$ cat src/blspc_pkg.sv
// Package: constants and carriers for the boot lock self-program control block
package blspc_pkg;
  localparam logic [7:0] ADDR_CSR      = 8'h00;
  localparam logic [7:0] ADDR_LOCK     = 8'h04;
  localparam logic [7:0] ADDR_FUSE     = 8'h08;
  localparam logic [7:0] ADDR_CPU      = 8'h0C;
  localparam logic [7:0] ADDR_STAT     = 8'h10;
  localparam int BIT_IRQ_EN   = 7;
  localparam int BIT_BUSY     = 6;
  localparam int BIT_REENABLE = 4;
  localparam int BIT_LOCKSET  = 3;
  localparam int BIT_PGWRITE  = 2;
  localparam int BIT_PGERASE  = 1;
  localparam int BIT_ENABLE   = 0;
  localparam logic [4:0] CMD_REENABLE = 5'h11;
  localparam logic [4:0] CMD_LOCKSET  = 5'h09;
  localparam logic [4:0] CMD_PGWRITE  = 5'h05;
  localparam logic [4:0] CMD_PGERASE  = 5'h03;
  localparam logic [4:0] CMD_LOAD     = 5'h01;
  localparam logic [7:0] CSR_RESET    = 8'h00;
  localparam logic [3:0] LOCK_RESET   = 4'hF;
  localparam logic [15:0] APP_RESET_VEC = 16'h0000;
  localparam logic [15:0] BOOT_START_DEF = 16'h1C00;
  localparam real CLK_MHZ = 200.0;
  localparam int ARM_CYCLES = 4;
  localparam int PROG_TIME_US = 4;
  localparam int PROG_CYCLES = int'(PROG_TIME_US * CLK_MHZ);
  localparam logic [1:0] RESP_OKAY   = 2'b00;
  localparam logic [1:0] RESP_SLVERR = 2'b10;
  typedef enum logic [1:0] {
    BLSPC_MODE1, BLSPC_MODE2, BLSPC_MODE3, BLSPC_MODE4
  } blspc_mode_e;
  typedef enum {BLSPC_IDLE, BLSPC_ARMED, BLSPC_PROG} blspc_state_e;
  typedef struct packed {
    logic        valid;
    logic        exec_in_boot;
    logic        target_boot;
    logic        target_rww;
  } blspc_instr_s;
endpackage

$ cat src/blspc_top.sv
// Module: self-program control register, boot lock and fuse access gating
`timescale 1ns/100ps
module blspc_top #(
  parameter int PROG_CNT = blspc_pkg::PROG_CYCLES
) (
  input  wire logic                  aclk,
  input  wire logic                  aresetn,
  input  wire logic [7:0]            s_axi_awaddr,
  input  wire logic                  s_axi_awvalid,
  output logic                       s_axi_awready,
  input  wire logic [31:0]           s_axi_wdata,
  input  wire logic [3:0]            s_axi_wstrb,
  input  wire logic                  s_axi_wvalid,
  output logic                       s_axi_wready,
  output logic [1:0]                 s_axi_bresp,
  output logic                       s_axi_bvalid,
  input  wire logic                  s_axi_bready,
  input  wire logic [7:0]            s_axi_araddr,
  input  wire logic                  s_axi_arvalid,
  output logic                       s_axi_arready,
  output logic [31:0]                s_axi_rdata,
  output logic [1:0]                 s_axi_rresp,
  output logic                       s_axi_rvalid,
  input  wire logic                  s_axi_rready,
  input  wire blspc_pkg::blspc_instr_s store_instr,
  input  wire blspc_pkg::blspc_instr_s load_instr,
  input  wire logic                  global_irq_flag,
  input  wire logic                  exec_in_boot,
  input  wire logic                  vectors_in_boot,
  input  wire logic                  prog_port_lock_wr,
  input  wire logic [3:0]            prog_port_lock_data,
  input  wire logic                  prog_port_fuse_wr,
  input  wire logic                  prog_port_fuse_data,
  input  wire logic                  chip_erase,
  output logic                       store_allowed,
  output logic                       load_allowed,
  output logic                       irq_mask,
  output logic                       store_ready_irq,
  output logic                       buffer_discard,
  output logic                       rww_blocked,
  output logic [15:0]                reset_vector
);
  logic        store_ready_irq_enable;
  logic        rewrite_section_busy;
  logic [4:0]  cmd;
  logic [2:0]  arm_cnt;
  logic [31:0] prog_cnt;
  logic        prog_active;
  logic        loading;
  logic [3:0]  lock_bits;
  logic        boot_reset_fuse;
  logic        aw_held;
  logic        w_held;
  logic [7:0]  aw_addr;
  logic [31:0] w_data;
  logic [3:0]  w_strb;
  logic [3:0]  refused_cnt;
  blspc_pkg::blspc_mode_e app_mode;
  blspc_pkg::blspc_mode_e boot_mode;
  logic        wr_fire;
  logic        csr_wr;
  logic        legal_pat;
  logic        store_go;
  logic        store_ok;
  logic        load_ok;
  logic [7:0]  csr_view;

  function automatic blspc_pkg::blspc_mode_e decode(input logic [1:0] f);
    case (f)
      2'b11:   decode = blspc_pkg::BLSPC_MODE1;
      2'b10:   decode = blspc_pkg::BLSPC_MODE2;
      2'b00:   decode = blspc_pkg::BLSPC_MODE3;
      default: decode = blspc_pkg::BLSPC_MODE4;
    endcase
  endfunction

  assign app_mode  = decode(lock_bits[1:0]);
  assign boot_mode = decode(lock_bits[3:2]);

  // Write channel: address and data may arrive in either order
  assign wr_fire = aw_held && w_held && !s_axi_bvalid;
  assign csr_wr  = wr_fire && aw_addr == blspc_pkg::ADDR_CSR && w_strb[0];
  always_comb begin
    legal_pat = 1'b0;
    case (w_data[4:0])
      blspc_pkg::CMD_REENABLE, blspc_pkg::CMD_LOCKSET, blspc_pkg::CMD_PGWRITE,
      blspc_pkg::CMD_PGERASE, blspc_pkg::CMD_LOAD: legal_pat = 1'b1;
      default: legal_pat = 1'b0;
    endcase
  end

  always_ff @(posedge aclk) begin
    if (!aresetn) begin
      aw_held <= 1'b0;
      w_held <= 1'b0;
      aw_addr <= 8'h00;
      w_data <= 32'h0000_0000;
      w_strb <= 4'h0;
      s_axi_awready <= 1'b0;
      s_axi_wready <= 1'b0;
      s_axi_bvalid <= 1'b0;
      s_axi_bresp <= blspc_pkg::RESP_OKAY;
    end else begin
      s_axi_awready <= !aw_held && !s_axi_awready;
      s_axi_wready <= !w_held && !s_axi_wready;
      if (s_axi_awvalid && s_axi_awready) begin
        aw_held <= 1'b1;
        aw_addr <= s_axi_awaddr;
        s_axi_awready <= 1'b0;
      end
      if (s_axi_wvalid && s_axi_wready) begin
        w_held <= 1'b1;
        w_data <= s_axi_wdata;
        w_strb <= s_axi_wstrb;
        s_axi_wready <= 1'b0;
      end
      if (wr_fire) begin
        aw_held <= 1'b0;
        w_held <= 1'b0;
        s_axi_bvalid <= 1'b1;
        // Fuse and lock offsets are read-only from the processor side
        s_axi_bresp <= (aw_addr == blspc_pkg::ADDR_CSR) ? blspc_pkg::RESP_OKAY
                                                       : blspc_pkg::RESP_SLVERR;
      end else if (s_axi_bvalid && s_axi_bready) begin
        s_axi_bvalid <= 1'b0;
      end
    end
  end

  // Command arming, four-cycle window
  assign store_go = store_instr.valid && cmd[blspc_pkg::BIT_ENABLE] && !prog_active;
  always_ff @(posedge aclk) begin
    if (!aresetn) begin
      cmd <= 5'h00;
      arm_cnt <= 3'h0;
      store_ready_irq_enable <= 1'b0;
    end else begin
      if (csr_wr) begin
        store_ready_irq_enable <= w_data[blspc_pkg::BIT_IRQ_EN];
      end
      // Programming in progress keeps store-enable high and refuses new patterns
      if (csr_wr && legal_pat && !prog_active && !cmd[blspc_pkg::BIT_ENABLE]) begin
        cmd <= w_data[4:0];
        arm_cnt <= 3'(blspc_pkg::ARM_CYCLES);
      end else if (store_go) begin
        if (cmd == blspc_pkg::CMD_PGERASE || cmd == blspc_pkg::CMD_PGWRITE) begin
          arm_cnt <= 3'h0;
        end else begin
          cmd <= 5'h00;
          arm_cnt <= 3'h0;
        end
      end else if (prog_active && prog_cnt == 32'h1) begin
        cmd <= 5'h00;
      end else if (!prog_active && arm_cnt != 3'h0) begin
        arm_cnt <= arm_cnt - 3'h1;
        if (arm_cnt == 3'h1) begin
          cmd <= 5'h00;
        end
      end
    end
  end

  // Erase or write timer and busy flag
  always_ff @(posedge aclk) begin
    if (!aresetn) begin
      prog_active <= 1'b0;
      prog_cnt <= 32'h0;
      rewrite_section_busy <= 1'b0;
    end else begin
      if (store_go && store_ok &&
          (cmd == blspc_pkg::CMD_PGERASE || cmd == blspc_pkg::CMD_PGWRITE)) begin
        prog_active <= 1'b1;
        prog_cnt <= 32'(PROG_CNT);
        if (store_instr.target_rww) begin
          rewrite_section_busy <= 1'b1;
        end
      end else begin
        if (prog_active) begin
          prog_cnt <= prog_cnt - 32'h1;
          if (prog_cnt == 32'h1) begin
            prog_active <= 1'b0;
          end
        end
        if (store_go && (cmd == blspc_pkg::CMD_REENABLE || cmd == blspc_pkg::CMD_LOAD)) begin
          rewrite_section_busy <= 1'b0;
        end
      end
    end
  end

  // Page buffer loading and discard
  always_ff @(posedge aclk) begin
    if (!aresetn) begin
      loading <= 1'b0;
      buffer_discard <= 1'b0;
    end else begin
      buffer_discard <= 1'b0;
      if (store_go && cmd == blspc_pkg::CMD_LOAD) begin
        loading <= 1'b1;
      end
      if (csr_wr && w_data[blspc_pkg::BIT_REENABLE] && loading) begin
        loading <= 1'b0;
        buffer_discard <= 1'b1;
      end else if (store_go && cmd == blspc_pkg::CMD_PGWRITE) begin
        loading <= 1'b0;
      end
    end
  end

  // Lock fields and fuse; lock mode of the general lock has no input here by design
  always_ff @(posedge aclk) begin
    if (!aresetn) begin
      lock_bits <= blspc_pkg::LOCK_RESET;
      boot_reset_fuse <= 1'b1;
    end else begin
      if (chip_erase) begin
        lock_bits <= blspc_pkg::LOCK_RESET;
      end else if (prog_port_lock_wr) begin
        lock_bits <= lock_bits & prog_port_lock_data;
      end else if (store_go && cmd == blspc_pkg::CMD_LOCKSET) begin
        lock_bits <= lock_bits & w_data[11:8];
      end
      if (prog_port_fuse_wr) begin
        boot_reset_fuse <= prog_port_fuse_data;
      end
    end
  end

  // Access gating, independent of the general lock modes
  always_comb begin
    store_ok = 1'b1;
    if (store_instr.target_boot) begin
      if (boot_mode == blspc_pkg::BLSPC_MODE2 || boot_mode == blspc_pkg::BLSPC_MODE3) begin
        store_ok = 1'b0;
      end
    end else if (app_mode == blspc_pkg::BLSPC_MODE2 || app_mode == blspc_pkg::BLSPC_MODE3) begin
      store_ok = 1'b0;
    end
    load_ok = !(load_instr.target_rww && rewrite_section_busy);
    if (load_instr.exec_in_boot && !load_instr.target_boot &&
        (app_mode == blspc_pkg::BLSPC_MODE3 || app_mode == blspc_pkg::BLSPC_MODE4)) begin
      load_ok = 1'b0;
    end
    if (!load_instr.exec_in_boot && load_instr.target_boot &&
        (boot_mode == blspc_pkg::BLSPC_MODE3 || boot_mode == blspc_pkg::BLSPC_MODE4)) begin
      load_ok = 1'b0;
    end
  end

  always_ff @(posedge aclk) begin
    if (!aresetn) begin
      store_allowed <= 1'b0;
      load_allowed <= 1'b0;
      irq_mask <= 1'b0;
      store_ready_irq <= 1'b0;
      rww_blocked <= 1'b0;
      reset_vector <= blspc_pkg::APP_RESET_VEC;
    end else begin
      // Only the busy section is fenced off; the re-enable store itself must pass
      store_allowed <= store_instr.valid && store_ok &&
                       !(store_instr.target_rww && rewrite_section_busy);
      load_allowed <= load_instr.valid && load_ok;
      irq_mask <= (vectors_in_boot && !exec_in_boot &&
                   (app_mode == blspc_pkg::BLSPC_MODE3 ||
                    app_mode == blspc_pkg::BLSPC_MODE4)) ||
                  (!vectors_in_boot && exec_in_boot &&
                   (boot_mode == blspc_pkg::BLSPC_MODE3 ||
                    boot_mode == blspc_pkg::BLSPC_MODE4));
      store_ready_irq <= store_ready_irq_enable && global_irq_flag &&
                         !cmd[blspc_pkg::BIT_ENABLE];
      rww_blocked <= rewrite_section_busy;
      reset_vector <= boot_reset_fuse ? blspc_pkg::APP_RESET_VEC
                                      : blspc_pkg::BOOT_START_DEF;
    end
  end

  assign csr_view = {store_ready_irq_enable, rewrite_section_busy, 1'b0, cmd};

  // Read channel
  always_ff @(posedge aclk) begin
    if (!aresetn) begin
      s_axi_arready <= 1'b0;
      s_axi_rvalid <= 1'b0;
      s_axi_rdata <= 32'h0000_0000;
      s_axi_rresp <= blspc_pkg::RESP_OKAY;
    end else begin
      s_axi_arready <= !s_axi_rvalid && !s_axi_arready;
      if (s_axi_arvalid && s_axi_arready) begin
        s_axi_arready <= 1'b0;
        s_axi_rvalid <= 1'b1;
        s_axi_rresp <= blspc_pkg::RESP_OKAY;
        case (s_axi_araddr)
          blspc_pkg::ADDR_CSR:  s_axi_rdata <= {24'h000000, csr_view};
          blspc_pkg::ADDR_LOCK: s_axi_rdata <= {28'h0000000, lock_bits};
          blspc_pkg::ADDR_FUSE: s_axi_rdata <= {31'h0, boot_reset_fuse};
          blspc_pkg::ADDR_STAT: s_axi_rdata <= {28'h0000000, refused_cnt};
          default: begin
            s_axi_rdata <= 32'h0000_0000;
            s_axi_rresp <= blspc_pkg::RESP_SLVERR;
          end
        endcase
      end else if (s_axi_rvalid && s_axi_rready) begin
        s_axi_rvalid <= 1'b0;
      end
    end
  end

  // Saturating count of stores refused by the lock modes; stores blocked by the busy section are not counted
  always_ff @(posedge aclk) begin
    if (!aresetn) begin
      refused_cnt <= 4'h0;
    end else if (store_instr.valid && !store_ok && refused_cnt != 4'hF) begin
      refused_cnt <= refused_cnt + 4'h1;
    end
  end
endmodule

$ cat config.mk
export PLATFORM = sky130hd
export DESIGN_NAME = blspc_top
export DESIGN_NICKNAME = d
export VERILOG_FILES = /design/src/blspc_pkg.sv /design/src/blspc_top.sv
export SDC_FILE = /design/constraint.sdc
export NUM_CORES = 1
export LEC_CHECK = 0
export ABC_AREA = 1
export BUFFER_PORTS_ARGS = -buffer_cell sky130_fd_sc_hd__buf_2
export CAP_MARGIN = 20
export CORE_ASPECT_RATIO = 1.5
export CORE_MARGIN = 1.5
export CORE_UTILIZATION = 56
export DETAILED_ROUTE_END_ITERATION = 7
export PLACE_DENSITY_LB_ADDON = 0.12
export SLEW_MARGIN = 20
export SYNTH_ARGS = -nofsm -noshare
export SYNTH_HDL_FRONTEND = slang
export SYNTH_SLANG_ARGS = --single-unit
$ cat constraint.sdc
create_clock -name aclk -period 3.45 [get_ports aclk]
set_input_delay 0.5175 -clock aclk [delete_from_list [all_inputs] [get_ports aclk]]
set_output_delay 0.5175 -clock aclk [all_outputs]
set_load 0.01 [all_outputs]
==> run summary <==
status = finished, final reports clean
core area = 8362 um^2
CTS tree = yes
Post-Place Setup Slack = 0.8992 ns
Routed WL = 10460 um
unrepaired setup endpoints after global routing = no
Die Ht = 116.3 um
worst setup path startpoint = lock_bits[3]
CTS H-tree lvls = 3
VDD IR max = 0.0003168 V
initial antenna violation count = 1
async set or reset register ratio after synthesis = 0
adder-cell share of the synthesized area = 0.02611
main combinational cell family by area after synthesis = simple AND/OR/NAND/NOR gates
full die area = 9133 um^2
initial core utilization = 0.5731
Main synth FF type = dfxtp_1
Via density = 4.987
Final Hold Fails = 0
number of synthesized flops with an enable pin = 0
Seq cells post-synth = 95
setup skew after layout = 0.004435 ns
Port Buffers = 74
total track usage = 0.2390
xor and xnor fraction of the mapped netlist area = 0.03655
Max Cap Viol = 0
nets = 833
CP required = 3.72 ns
Reg-to-Reg Start = lock_bits[3]
final setup violating endpoints = 0
Synth cell types = 39
Post-CTS Hold Buffers = 0
warning count from the yosys run = 0
vias in the first global route = 3941
post-route ant nets = 0
CP endpoint kind = flip-flop
Hold Crit Start = store_instr[0]
Slowest cell on crit path = nand2_1
clock tree root driver cell = clkbuf_16
fill count = 784
post-CTS setup buffers = 0
FMAX = 390.4 MHz
Hold WS = 0.3537 ns
DRC viols = 0
mux share of post-synthesis cell area = 0
gpl congestion = 0.9165
GRT overflow = 0
Core Util, Final = 0.6439
Critical Path AT = 2.83 ns
Crit path buffers/inverters = 2
Max stage delay on crit path = 0.52 ns
Synth Area in Compound Gates = 0.1198
clock tree buffer depth = 2
Worst-Margin Slew = 0.8159 ns
HP Class = input pin to flip-flop
Clock Sinks = 95
Post-Layout Cell Count = 858
clock slew at reported path FFs = 0.07 ns
Cell Area, Synth = 4792 um^2
register area share after synthesis = 0.3969
largest net degree at the start of global routing = 43
Static Leak = 2.578 nW
WL/cell = 12.19 um
crit path launch type = flip-flop
share of cells above drive strength 1 = 0.1600
final setup TNS = 0 ns
detailed placement HPWL = 8019 um
Via Count = 4279
Final WS setup = 0.8882 ns
Std-Cell Rows = 41
Final period util = 0.7426
Final min period = 2.562 ns
Mapped Cells = 675
Setup CP Type = flip-flop to flip-flop
Synth Area in Simple Gates = 0.2762
CTS buffer count = 9
CTS resizes = 0
Iteration-0 DRC Markers = 206
Inst Count DP = 841
final slew viol count = 0
global-route wire length before repair = 17000 um
die width = 78.53 um
PD cells = 503.5 nW/um^2
Syn-to-layout area delta = 12.35%
Worst path top cell family by delay = simple AND/OR/NAND/NOR gates
Mapped Avg Cell Area = 7.099 um^2
First-pass DRT Iterations = 4
Worst slew margin = 0.4548
I/O pin count = 141
CP Cell Sequence = inv_1 > ha_1 > nor2_1 > xor2_1 > or2_2 > nand4_2 > nand2_1 > buf_4 > nor3_1
Worst Path Max Fanout = 21
Skew-Pair Late Insertion Delay = 0.35 ns
through the flow:
step | power, W | area (um^2)
after floorplan | 0.001628 | 4938
after global placement | 0.001706 | 5081
after detailed placement | 0.001731 | 5081
after CTS | 0.002721 | 5381
after global routing | 0.002855 | 5384
final | 0.002711 | 5384
state kept, by name (all words and copies together) (netlist names), 3 cells and up:
name and cells:
lock_bits 4, s_axi_rdata 7, aw_addr 8, arm_cnt 3
cmd 5, w_data 10, prog_cnt 32, refused_cnt 4
where the power goes:
| group | switching, W | internal [W] |
|---|---|---|
| clock network | 0.000419 | 0.000580 |
| logic | 0.000303 | 0.000165 |
| registers | 0.0000654 | 0.00118 |
| total | 0.000787 | 0.00192 |
synth_stat cells (4+ instances only):
library cell	n	area (um^2)
clkbuf_1	9	33.78
or2_2	8	50.05
xor2_1	13	113.9
nor2_1	116	435.4
ha_1	10	125.1
buf_4	44	330.3
nor3_1	22	110.1
nand2_2	4	25.02
nand3_1	24	120.1
o21ai_0	53	265.3
nand2_1	103	386.6
a21oi_1	44	220.2
a31oi_1	4	25.02
inv_1	80	300.3
nand4_1	4	25.02
nor4_1	4	25.02
xnor2_1	7	61.31
dfxtp_1	95	1902
layout by cell type, fill, tap and decap left out, types with 10 or more instances in the layout:
cell / Yosys / layout
nor2_1: 116 / 116
nand2_1: 103 / 103
dfxtp_1: 95 / 95
inv_1: 80 / 80
buf_2: 1 / 74
o21ai_0: 53 / 53
a21oi_1: 44 / 44
conb_1: 1 / 40
nand3_1: 24 / 24
nor3_1: 22 / 22
xor2_1: 13 / 13
ha_1: 10 / 10
cell type report:
class                           count  area, um^2  area share
Inverter                           83       311.5     0.05787
Tap cell                          107       133.9     0.02487
Clock buffer                       11       242.7     0.04508
Clock inverter                      5       57.56     0.01069
Antenna cell                        1       2.502   0.0004648
Timing Repair Buffer               76       385.4     0.07158
Sequential cell                    95        1902      0.3532
Multi-Input combinational cell    480        2349      0.4362
layer usage:
metal,up-vias,wire length [um],global-route usage
met3,26,442,0.04063
met1,1952,4012,0.2389
met2,98,5619,0.4431
li1,2203,-,-
met4,0,386,0.1702
met5,-,0,0
logic make-up (layout without fill, tap and decap cells):
family,Yosys count,in the layout
AO/OA/AOI/OAI,108,108
AND/OR/NAND/NOR,302,302
adder cells (fa/ha/maj),10,10
flip-flops,95,95
other,1,41
buffers and inverters,139,175
XOR/XNOR,20,20
final timing paths:
kind	depth (start not counted)	end	slack [ns]
setup / recovery	9	prog_cnt[12]	0.89
hold / removal	2	store_allowed	0.35
setup reg to reg	9	prog_cnt[12]	0.89
hold reg to reg	1	s_axi_wready	0.45
(Power assumes the default switching activity.)
